[src/design/pcpwm_pkg.sv]
// Constants for the phase-correct PWM timer: register map, fields, reset values
package pcpwm_pkg;
    localparam int CNT_W = 16;
    localparam logic [3:0] ADDR_CTRL = 4'h0;
    localparam logic [3:0] ADDR_TOP_SEL = 4'h1;
    localparam logic [3:0] ADDR_CMP_A = 4'h2;
    localparam logic [3:0] ADDR_CMP_B = 4'h3;
    localparam logic [3:0] ADDR_CAPTURE = 4'h4;
    localparam logic [3:0] ADDR_COUNTER = 4'h5;
    localparam logic [3:0] ADDR_STATUS = 4'h6;
    localparam logic [3:0] ADDR_MASK = 4'h7;
    localparam logic [3:0] ADDR_PRESCALE = 4'h8;
    // Control fields
    localparam int CTRL_RUN_BIT = 0;
    localparam int CTRL_MODE_A_LSB = 1;
    localparam int CTRL_MODE_B_LSB = 3;
    localparam logic [15:0] CTRL_RESET = 16'h0000;
    // Top source select codes
    localparam logic [2:0] TOP_FIX8 = 3'h0;
    localparam logic [2:0] TOP_FIX9 = 3'h1;
    localparam logic [2:0] TOP_FIX10 = 3'h2;
    localparam logic [2:0] TOP_CAPTURE = 3'h3;
    localparam logic [2:0] TOP_CMP_A = 3'h4;
    localparam logic [15:0] TOP_VAL_8 = 16'h00FF;
    localparam logic [15:0] TOP_VAL_9 = 16'h01FF;
    localparam logic [15:0] TOP_VAL_10 = 16'h03FF;
    localparam logic [2:0] TOP_SEL_RESET = 3'h0;
    // Status and mask bit positions
    localparam int ST_OVF = 0;
    localparam int ST_MATCH_A = 1;
    localparam int ST_MATCH_B = 2;
    localparam int ST_CAPTURE = 3;
    localparam int ST_TOP = 4;
    localparam int ST_W = 5;
    localparam logic [15:0] CMP_RESET = 16'h0000;
    localparam logic [15:0] CAPTURE_RESET = 16'h0000;
    localparam logic [15:0] PRESCALE_RESET = 16'h0000;
    // Output mode codes
    localparam logic [1:0] OUT_NONINV = 2'h2;
    localparam logic [1:0] OUT_INV = 2'h3;
    typedef enum logic {PCPWM_UP, PCPWM_DOWN} pcpwm_dir_t;
endpackage : pcpwm_pkg

[src/design/pcpwm_compare_unit.sv]
// One compare unit: buffered compare value, match detect and waveform output
`timescale 1ns/1ps
module pcpwm_compare_unit #(
    parameter int WIDTH = 16
) (
    input wire logic sys_clk,
    input wire logic reset,
    input wire logic wr_buf,
    input wire logic [WIDTH-1:0] wr_value,
    input wire logic load_active,
    input wire logic tick,
    input wire logic counting_up,
    input wire logic [WIDTH-1:0] counter_value,
    input wire logic [WIDTH-1:0] top_value,
    input wire logic [1:0] compare_output_mode,
    output logic [WIDTH-1:0] buffer_value,
    output logic [WIDTH-1:0] active_value,
    output logic match_pulse,
    output logic waveform_output
);
    logic [WIDTH-1:0] buf_q;
    logic [WIDTH-1:0] act_q;
    logic wave_q;
    logic wave_d;
    wire active_mode = compare_output_mode[1];
    // A value above top can never be reached, so it never matches
    wire match = tick && (counter_value == act_q) && (act_q <= top_value);
    assign buffer_value = buf_q;
    assign active_value = act_q;
    assign match_pulse = match;
    assign waveform_output = wave_q;

    // Non-inverted clears upward and sets downward; inverted swaps them
    always_comb
    begin
        wave_d = wave_q;
        if (match && active_mode)
        begin
            if (compare_output_mode == pcpwm_pkg::OUT_NONINV)
                wave_d = !counting_up;
            else if (compare_output_mode == pcpwm_pkg::OUT_INV)
                wave_d = counting_up;
        end
        else if (!active_mode)
            wave_d = 1'b0;
    end

    always_ff @(posedge sys_clk)
    begin
        if (reset)
        begin
            buf_q <= pcpwm_pkg::CMP_RESET;
            act_q <= pcpwm_pkg::CMP_RESET;
            wave_q <= 1'b0;
        end
        else
        begin
            if (wr_buf)
                buf_q <= wr_value;
            if (load_active)
                act_q <= wr_buf ? wr_value : buf_q;
            wave_q <= wave_d;
        end
    end
endmodule : pcpwm_compare_unit

[src/design/pcpwm_timer.sv]
// Phase-correct PWM 16-bit timer with two compare units and register port
`timescale 1ns/1ps
module pcpwm_timer #(
    parameter int WIDTH = 16
) (
    input wire logic sys_clk,
    input wire logic reset,
    input wire logic [3:0] reg_addr,
    input wire logic [15:0] reg_wdata,
    input wire logic reg_wr,
    input wire logic reg_rd,
    output logic [15:0] reg_rdata,
    output logic irq,
    output logic waveform_output_a,
    output logic waveform_output_b
);
    logic [15:0] ctrl_q;
    logic [2:0] top_sel_q;
    logic [15:0] prescale_q;
    logic [15:0] presc_cnt_q;
    logic [WIDTH-1:0] counter_value_q;
    logic [WIDTH-1:0] counter_value_d;
    logic [WIDTH-1:0] capture_value_q;
    pcpwm_pkg::pcpwm_dir_t dir_q;
    pcpwm_pkg::pcpwm_dir_t dir_d;
    logic [pcpwm_pkg::ST_W-1:0] status_q;
    logic [pcpwm_pkg::ST_W-1:0] mask_q;
    logic [15:0] rdata_q;
    logic [WIDTH-1:0] top_value;
    logic [WIDTH-1:0] fixed_mask;
    logic [WIDTH-1:0] buf_a;
    logic [WIDTH-1:0] buf_b;
    logic [WIDTH-1:0] act_a;
    logic [WIDTH-1:0] act_b;
    logic match_a;
    logic match_b;
    logic [15:0] rd_mux;

    function automatic logic [WIDTH-1:0] fit(input logic [15:0] v);
        fit = WIDTH'(v);
    endfunction : fit

    wire run = ctrl_q[pcpwm_pkg::CTRL_RUN_BIT];
    wire [1:0] mode_a = ctrl_q[pcpwm_pkg::CTRL_MODE_A_LSB +: 2];
    wire [1:0] mode_b = ctrl_q[pcpwm_pkg::CTRL_MODE_B_LSB +: 2];
    wire fixed_top = (top_sel_q == pcpwm_pkg::TOP_FIX8) || (top_sel_q == pcpwm_pkg::TOP_FIX9)
        || (top_sel_q == pcpwm_pkg::TOP_FIX10);
    wire top_is_capture = (top_sel_q == pcpwm_pkg::TOP_CAPTURE);
    wire top_is_cmp_a = (top_sel_q == pcpwm_pkg::TOP_CMP_A);

    // Timer tick from the prescaler: one system clock in (prescale+1)
    wire tick = run && (presc_cnt_q == prescale_q);

    // Fixed tops define their resolution; the mask doubles as the top value
    always_comb
    begin
        fixed_mask = {WIDTH{1'b1}};
        unique case (top_sel_q)
            pcpwm_pkg::TOP_FIX8: fixed_mask = fit(pcpwm_pkg::TOP_VAL_8);
            pcpwm_pkg::TOP_FIX9: fixed_mask = fit(pcpwm_pkg::TOP_VAL_9);
            pcpwm_pkg::TOP_FIX10: fixed_mask = fit(pcpwm_pkg::TOP_VAL_10);
            pcpwm_pkg::TOP_CAPTURE: fixed_mask = {WIDTH{1'b1}};
            pcpwm_pkg::TOP_CMP_A: fixed_mask = {WIDTH{1'b1}};
            default: fixed_mask = {WIDTH{1'b1}};
        endcase
    end

    // Compare A as top uses its active copy, so the slope keeps the old top
    assign top_value = fixed_top ? fixed_mask : (top_is_capture ? capture_value_q : act_a);

    wire at_top = tick && (counter_value_q == top_value) && (dir_q == pcpwm_pkg::PCPWM_UP);
    wire at_bottom = tick && (counter_value_q == {{(WIDTH-1){1'b0}}, 1'b1})
        && (dir_q == pcpwm_pkg::PCPWM_DOWN);

    // Up to top then down to bottom, turning at each end
    always_comb
    begin
        counter_value_d = counter_value_q;
        dir_d = dir_q;
        if (tick)
        begin
            if (dir_q == pcpwm_pkg::PCPWM_UP)
            begin
                if (counter_value_q >= top_value)
                begin
                    dir_d = pcpwm_pkg::PCPWM_DOWN;
                    counter_value_d = (counter_value_q == {WIDTH{1'b0}}) ? counter_value_q
                        : counter_value_q - 1'b1;
                end
                else
                    counter_value_d = counter_value_q + 1'b1;
            end
            else if (counter_value_q == {WIDTH{1'b0}})
            begin
                // Count at bottom while falling (software write, or a top of zero): turn instead of wrapping to all ones
                dir_d = pcpwm_pkg::PCPWM_UP;
                counter_value_d = counter_value_q + 1'b1;
            end
            else
            begin
                counter_value_d = counter_value_q - 1'b1;
                if (counter_value_q == {{(WIDTH-1){1'b0}}, 1'b1})
                    dir_d = pcpwm_pkg::PCPWM_UP;
            end
        end
    end

    // Writes to compare registers lose the bits above a fixed resolution
    wire [WIDTH-1:0] cmp_wdata = fit(reg_wdata) & (fixed_top ? fixed_mask : {WIDTH{1'b1}});
    wire wr_a = reg_wr && (reg_addr == pcpwm_pkg::ADDR_CMP_A);
    wire wr_b = reg_wr && (reg_addr == pcpwm_pkg::ADDR_CMP_B);
    wire wr_cnt = reg_wr && (reg_addr == pcpwm_pkg::ADDR_COUNTER);
    wire wr_status = reg_wr && (reg_addr == pcpwm_pkg::ADDR_STATUS);

    // Event vector in status layout
    wire [pcpwm_pkg::ST_W-1:0] events = {
        at_top,
        at_top && top_is_capture,
        match_b || (at_top && top_is_cmp_a && 1'b0),
        match_a || (at_top && top_is_cmp_a),
        at_bottom
    };

    pcpwm_compare_unit #(.WIDTH(WIDTH)) u_cmp_a (
        .sys_clk(sys_clk),
        .reset(reset),
        .wr_buf(wr_a),
        .wr_value(cmp_wdata),
        .load_active(at_top),
        .tick(tick),
        .counting_up(dir_q == pcpwm_pkg::PCPWM_UP),
        .counter_value(counter_value_q),
        .top_value(top_value),
        .compare_output_mode(mode_a),
        .buffer_value(buf_a),
        .active_value(act_a),
        .match_pulse(match_a),
        .waveform_output(waveform_output_a)
    );

    pcpwm_compare_unit #(.WIDTH(WIDTH)) u_cmp_b (
        .sys_clk(sys_clk),
        .reset(reset),
        .wr_buf(wr_b),
        .wr_value(cmp_wdata),
        .load_active(at_top),
        .tick(tick),
        .counting_up(dir_q == pcpwm_pkg::PCPWM_UP),
        .counter_value(counter_value_q),
        .top_value(top_value),
        .compare_output_mode(mode_b),
        .buffer_value(buf_b),
        .active_value(act_b),
        .match_pulse(match_b),
        .waveform_output(waveform_output_b)
    );

    always_comb
    begin
        rd_mux = 16'h0000;
        unique case (reg_addr)
            pcpwm_pkg::ADDR_CTRL: rd_mux = ctrl_q;
            pcpwm_pkg::ADDR_TOP_SEL: rd_mux = {13'h0000, top_sel_q};
            pcpwm_pkg::ADDR_CMP_A: rd_mux = 16'(buf_a);
            pcpwm_pkg::ADDR_CMP_B: rd_mux = 16'(buf_b);
            pcpwm_pkg::ADDR_CAPTURE: rd_mux = 16'(capture_value_q);
            pcpwm_pkg::ADDR_COUNTER: rd_mux = 16'(counter_value_q);
            pcpwm_pkg::ADDR_STATUS: rd_mux = {11'h000, status_q};
            pcpwm_pkg::ADDR_MASK: rd_mux = {11'h000, mask_q};
            pcpwm_pkg::ADDR_PRESCALE: rd_mux = prescale_q;
            default: rd_mux = 16'h0000;
        endcase
    end

    assign reg_rdata = rdata_q;
    assign irq = |(status_q & mask_q);

    always_ff @(posedge sys_clk)
    begin
        if (reset)
        begin
            ctrl_q <= pcpwm_pkg::CTRL_RESET;
            top_sel_q <= pcpwm_pkg::TOP_SEL_RESET;
            capture_value_q <= fit(pcpwm_pkg::CAPTURE_RESET);
            prescale_q <= pcpwm_pkg::PRESCALE_RESET;
            mask_q <= '0;
            rdata_q <= 16'h0000;
        end
        else
        begin
            if (reg_wr && reg_addr == pcpwm_pkg::ADDR_CTRL)
                ctrl_q <= reg_wdata;
            if (reg_wr && reg_addr == pcpwm_pkg::ADDR_TOP_SEL)
                top_sel_q <= reg_wdata[2:0];
            if (reg_wr && reg_addr == pcpwm_pkg::ADDR_CAPTURE)
                capture_value_q <= fit(reg_wdata);
            if (reg_wr && reg_addr == pcpwm_pkg::ADDR_PRESCALE)
                prescale_q <= reg_wdata;
            if (reg_wr && reg_addr == pcpwm_pkg::ADDR_MASK)
                mask_q <= reg_wdata[pcpwm_pkg::ST_W-1:0];
            rdata_q <= reg_rd ? rd_mux : 16'h0000;
        end
    end

    // Set beats a write-one clear arriving in the same cycle
    always_ff @(posedge sys_clk)
    begin
        if (reset)
            status_q <= '0;
        else
            status_q <= (status_q & ~(wr_status ? reg_wdata[pcpwm_pkg::ST_W-1:0] : '0)) | events;
    end

    always_ff @(posedge sys_clk)
    begin
        if (reset)
        begin
            presc_cnt_q <= 16'h0000;
            counter_value_q <= '0;
            dir_q <= pcpwm_pkg::PCPWM_UP;
        end
        else
        begin
            presc_cnt_q <= (!run || tick) ? 16'h0000 : presc_cnt_q + 16'h0001;
            counter_value_q <= wr_cnt ? fit(reg_wdata) : counter_value_d;
            dir_q <= dir_d;
        end
    end
endmodule : pcpwm_timer

[config.mk]
export PLATFORM = sky130hd
export DESIGN_NAME = pcpwm_timer
export DESIGN_NICKNAME = d
export VERILOG_FILES = /design/src/design/pcpwm_pkg.sv /design/src/design/pcpwm_compare_unit.sv /design/src/design/pcpwm_timer.sv
export SDC_FILE = /design/constraint.sdc
export NUM_CORES = 1
export LEC_CHECK = 0
export BUFFER_PORTS_ARGS = -buffer_cell sky130_fd_sc_hd__buf_2
export CORE_ASPECT_RATIO = 1.1
export CORE_UTILIZATION = 62
export DETAILED_ROUTE_END_ITERATION = 8
export GPL_TIMING_DRIVEN = 0
export PLACE_DENSITY = 0.88
export RECOVER_POWER = 50
export SETUP_SLACK_MARGIN = 0.3
export SLEW_MARGIN = 20
export SYNTH_ARGS = -nofsm -noshare
export SYNTH_HDL_FRONTEND = slang
export SYNTH_SLANG_ARGS = --single-unit
[constraint.sdc]
create_clock -name sys_clk -period 5.1 [get_ports sys_clk]
set_clock_uncertainty 0.1 [all_clocks]
set_input_delay 0.51 -clock sys_clk [delete_from_list [all_inputs] [get_ports sys_clk]]
set_output_delay 0.51 -clock sys_clk [all_outputs]
set_load 0.1 [all_outputs]
Word-level counts from Yosys, hierarchy flattened

Index checks and enable logic that the tools add are counted.

Bits in registers: 176
Bits of input ports: 24

Add/subtract/negate cells: 3
Magnitude comparators: 3
Eq/ne operators: 26
Muxes and demuxes: 26
Bitwise operators: 7
Reduce and logical (&&, ||, !) cells: 37

Operators by type and width:

| operator                                                                | count |
|---|---|
| 16-bit two-way mux                                                      | 11 |
| 16-bit one-hot mux with 9 select lines                                  | 1 |
| 16-bit equality test                                                    | 4 |
| 16-bit one-hot mux with 3 select lines                                  | 1 |
| 16-bit by 1-bit adder with 16-bit output (second input constant)        | 2 |
| 16-bit less-or-equal comparator                                         | 2 |
| 1-bit logical AND                                                       | 22 |
| 16-bit bitwise AND                                                      | 1 |
| 16-bit by 1-bit equality test with 1-bit output (second input constant) | 1 |
| 4-bit by 3-bit equality test with 1-bit output (second input constant)  | 4 |
| 16-bit greater-or-equal comparator                                      | 1 |
| 16-bit zero test                                                        | 1 |
| 16-bit by 1-bit subtractor with 16-bit output (second input constant)   | 1 |
| 1-bit two-way mux                                                       | 12 |
| 5-bit bitwise AND                                                       | 2 |
| 2-bit equality test (second input constant)                             | 4 |
| 4-bit by 2-bit equality test with 1-bit output (second input constant)  | 2 |
| 3-bit by 2-bit equality test with 1-bit output (second input constant)  | 2 |
| 3-bit inequality test (second input constant)                           | 2 |
| 2-bit AND reduction                                                     | 3 |
| 5-bit two-way mux                                                       | 1 |
| 5-bit inverter                                                          | 1 |
| 5-bit OR                                                                | 1 |
| 5-bit OR reduction                                                      | 1 |
| 13 further kinds                                                        | 19 |

Longest topological paths before layout

Depth after elaboration: 10
Gate-level depth with buffers: 16
Mapped depth without buffers: 14

By module

From an unflattened synthesis, not the netlist that was laid out.

Cell total of the unflattened synthesis: 1177
Area, all modules: 9755.6 um^2

Modules (own cells, without submodules):

| module             | times used | cells each | area an instance (um^2) | seq. area each (um^2) |
|---|---|---|---|---|
| pcpwm_timer        | 1          | 785        | 6222.2                  | 2202.1 |
| pcpwm_compare_unit | 2          | 196        | 1766.7                  | 660.6 |

Worst setup path after synthesis

No wires, ideal clock.

Kind: reg-to-reg
Start: register top_sel_q[2]
End: register counter_value_q[8]
Setup time: 91 ps
Data arrival time: 3368 ps
Data required time: 4909 ps
Path slack: 1541 ps
Stages on the path, launching flop included: 14
Path buffers: 2
Clock period less this slack: 3559 ps
Cell sequence: dfxtp_1 > clkbuf_1 > buf_1 > nor2_1 > a21oi_1 > ha_1 > a21o_1 > maj3_1 > a31oi_4 > o211ai_4 > nand2_4 > mux2_4 > or3_1 > a311oi_1

Cells in the longest elaborated chain, start to end: 9

Ends and longest elaborated chain:

| what                                                                           | line               | source |
|---|---|---|
| start, declared                                                                | pcpwm_timer.sv:18  | `logic [2:0] top_sel_q;` |
| start signal, assigned                                                         | pcpwm_timer.sv:183 | `top_sel_q <= pcpwm_pkg::TOP_SEL_RESET;` |
| start signal, assigned                                                         | pcpwm_timer.sv:194 | `top_sel_q <= reg_wdata[2:0];` |
| branches (longest 3 deep; another with 16-bit one-hot mux with 3 select lines) | --                 |  |
| 16-bit two-way mux *                                                           | pcpwm_timer.sv:69  | `assign top_value = fixed_top ? fixed_mask : (top_is_capture ? capture_value_q : act_a);` |
| 16-bit greater-or-equal comparator *                                           | pcpwm_timer.sv:84  | `if (counter_value_q >= top_value)` |
| 16-bit two-way mux                                                             | pcpwm_timer.sv:84  |  |
| 16-bit two-way mux                                                             | pcpwm_timer.sv:82  | `if (dir_q == pcpwm_pkg::PCPWM_UP)` |
| 16-bit two-way mux                                                             | pcpwm_timer.sv:80  | `if (tick)` |
| 16-bit two-way mux                                                             | pcpwm_timer.sv:225 | `counter_value_q <= wr_cnt ? fit(reg_wdata) : counter_value_d;` |
| end signal, assigned                                                           | pcpwm_timer.sv:225 |  |
| end, declared                                                                  | pcpwm_timer.sv:21  | `logic [WIDTH-1:0] counter_value_q;` |

Every way passes the cells marked *. The select of a mux whose other input is x is not followed.
A chain may end at the register's enable or synchronous reset.

Worst setup path after layout

Start: register top_sel_q[2]
End: register u_cmp_a.act_q[11], in the netlist u_cmp_a.active_value[11]

Cells in the longest elaborated chain, start to end: 7

Ends and longest elaborated chain:

| what                                                                           | line                     | source |
|---|---|---|
| branches (longest 7 deep; another with 16-bit one-hot mux with 3 select lines) | --                       |  |
| end signal, assigned                                                           | pcpwm_compare_unit.sv:53 | `act_q <= pcpwm_pkg::CMP_RESET;` |
| end signal, assigned                                                           | pcpwm_compare_unit.sv:61 | `act_q <= wr_buf ? wr_value : buf_q;` |
| end, declared                                                                  | pcpwm_compare_unit.sv:22 | `logic [WIDTH-1:0] act_q;` |

Several ways; the timed one is not identified.

==> flow_summary.yaml <==
status:
  status: "finished, final reports clean"
worst_setup_path:
  arrival_ns: 4.88
  worstPathRequired_ns: 5.31
  critical_path_class: "reg -> reg"
  cp-end-kind: "flip-flop"
  cp-start-kind: "flip-flop"
  path_max_fanout: 10
clock_tree:
  cts.sinks: 176
  cts_made_buffers: 17
  clk_pin_slew_worst_paths_ns: 0.07
  clockRootBuffer: "clkbuf_16"
  cts_hold_buf: 0
  cts_tree: "built"
  clk_latency_ns: 0.45
  cts_max_level: 4
  cts.path.max_buffers: 2
power_and_ir_drop:
  vdd_ir_drop_max_mv: 0.208
  fin_total_pwr_mw: 3.01
  power.leakage_nw: 4.00
  p_clk_frac: 0.420
  power.share.combinational: 0.114
  netSwitchingFraction: 0.276
  pwr-share-seq: 0.466
  p_int_mw: 2.18
  power_density_nw_per_um2: 292
  p_switching_uw: 832
logic_synthesis:
  yosys_warnings: 0
  synth_common_cells: "176 x dfxtp_1, 146 x nor2_1, 142 x nand2_1"
  synth_most_common_cell: "dfxtp_1"
  ys_types: 72
  syn_nets: 1195
  yosys_register_bits: 176
  synth_area_leaders: "dfxtp_1 38%, ha_1 6.3%, nor2_1 5.9%, nand2_1 5.7%, a21oi_1 5.6%"
  synth_top_area_frac: 0.377
  syn_inst: 1124
  syn_area_per_cell_sq_um: 8.31
  syn_area_sq_um: 9340
  synth_top_area_cell: "dfxtp_1"
  synthArstFlopShare: 0
  synth_edf_count: 0
  yosysSeqAreaShare: 0.377
  synth_ff_type: "dfxtp_1"
timing:
  slew_headroom: 0.0436
  rsz0062_at_grt: "false"
  max_clock_freq_mhz: 214
  setup_tns_ns: 0
  hold_ws_ns: 0.293
  finalCriticalPeriod_ns: 4.68
  hold_viol_final: 0
  tightest_slew_ns: 1.42
  period_share: 0.917
  setup_violations: 0
  timing.final.ws_setup_ns: 0.425
  slew_viol_final: 0
run:
  max_cap_viol_count: 0
cells_and_area:
  fin_nets: 1250
  synthToLayoutAreaGrowth_pct: 10.3
  drive_gt1_frac: 0.0587
die:
  placementRows: 46
  core_sq_um: 14600
  start_util: 0.641
  die_area_sq_um: 15600
  io_pins: 43
  die_w_um: 119
  fp.dieH_um: 131
global_routing:
  grt_use_met2: 0.642
  grt_max_degree: 17
  antenna_found_initial: 1
  grt-ovfl-total: 0
  grt_pass1_vias: 8852
  busiest_layer: "met2"
  grt_pass1_wl_mm: 46.5
  met1_usage: 0.468
  gr-usage-met3: 0.0829
  track_usage: 0.394
route:
  final_antenna_net_count: 0
  drt_iter0_drc: 1293
  viasPerCell: 6.64
  routed_wl_mm: 30.0
  first_pass_iters: 6
  routedWlPerCell_um: 21.7
  dr_total_vias: 9191
  drc: 0
placed_design:
  pre_cts_ws_ns: 0.315
  gp_congestion: 0.960
  hpwl_mm: 22.5
  io_buffers: 35
worst_hold_path:
  hold_path_class: "in -> reg"
## area by class of cell
class | count | area (sq um)
Multi-Input combinational cell | 853 | 5440
Fill cell | 1140 | 4260
Sequential cell | 176 | 3520
Clock buffer | 18 | 429
Buffer | 81 | 332
Tap cell | 192 | 240
Timing Repair Buffer | 36 | 153
Clock inverter | 14 | 129
Inverter | 14 | 52.6
Antenna cell | 1 | 2.50
## metrics by stage
stage                     instances  utilization  instance area (sq um)
after CTS                      1384        0.710                  10300
after global placement         1351        0.670                   9760
final                          1385        0.707                  10300
after detailed placement       1352        0.671                   9770
after global routing           1384        0.707                  10300
after floorplan                1124            -                   9340
## layer usage
layer | share of wire | up-vias
li1 | - | 4180
met1 | 0.37 | 4251
met2 | 0.45 | 600
met3 | 0.10 | 160
met4 | 0.068 | 0
met5 | 0 | -
## final timing paths
check / from / endpoint / slack [ns] / depth (start not counted)
setup / recovery: top_sel_q[2]$_SDFFE_PP0P_ / u_cmp_a.active_value[11]$_SDFFE_PP0P_ / 0.42 / 11
hold / removal: reg_wdata[8] / prescale_q[8]$_SDFFE_PP0P_ / 0.29 / 3
setup reg to reg: top_sel_q[2]$_SDFFE_PP0P_ / u_cmp_a.active_value[11]$_SDFFE_PP0P_ / 0.42 / 11
hold reg to reg: ctrl_q[7]$_SDFFE_PP0P_ / ctrl_q[7]$_SDFFE_PP0P_ / 0.36 / 2
## worst max-delay path: stages (launching register included)
cell and delay, ns:
dfxtp_1 0.48, clkbuf_1 0.51, buf_1 0.48, a22oi_1 0.29
ha_1 0.38, and4_1 0.27, nand4_1 0.11, nand2b_1 0.30
nor4_2 0.49, clkbuf_1 0.53, clkbuf_1 0.45, a211oi_1 0.14
## registers in the layout (all words and copies together), names as in the netlist, 3 cells and up
name	cells
capture_value_q	16
counter_value_q	16
ctrl_q	16
mask_q	5
presc_cnt_q	16
prescale_q	16
reg_rdata	16
status_q	5
top_sel_q	3
u_cmp_a.active_value	16
u_cmp_a.buffer_value	16
u_cmp_b.active_value	16
u_cmp_b.buffer_value	16
## placed cells by master (no fill, tap or decap), types with 12 or more instances in the layout
cell / count
inv_1: 14
xor2_1: 46
a211oi_1: 38
xnor2_1: 30
and3_1: 15
nand3_1: 28
dfxtp_1: 176
ha_1: 47
mux2i_1: 32
clkbuf_16: 17
nand4_1: 18
buf_2: 17
a222oi_1: 27
nand2_1: 142
a21oi_1: 104
nor4_1: 15
o21ai_0: 24
clkbuf_1: 92
nor2_1: 147
nor3_1: 12
## kinds of logic (layout without fill, tap and decap cells)
group	count (synthesis)	count (layout)	share of synthesized area
other cells	0	1	0
fa+ha+maj	50	50	0.0662
flops	176	176	0.377
mux	36	36	0.0419
xor+xnor	76	76	0.0713
buf+inv	95	163	0.0410
simple gates	420	420	0.205
compound gates	271	271	0.198
## power groups by stage
| stage | combinational [mW] | clock, mW | sequential [mW] |
|---|---|---|---|
| detailed placement | 0.332 | 0 | 1.43 |
| floorplan | 0.234 | 0 | 1.43 |
| CTS | 0.335 | 1.25 | 1.40 |
| finish | 0.344 | 1.26 | 1.40 |
| global route | 0.366 | 1.31 | 1.40 |
| global placement | 0.326 | 0 | 1.43 |
## what timing repair did
action | 4_1_cts | 5_1_grt
buffers inserted | 0 | 0
setup endpoints to repair | 2 | 10
resized for setup | 1 | 2
Power figures use the tool's default switching activity.
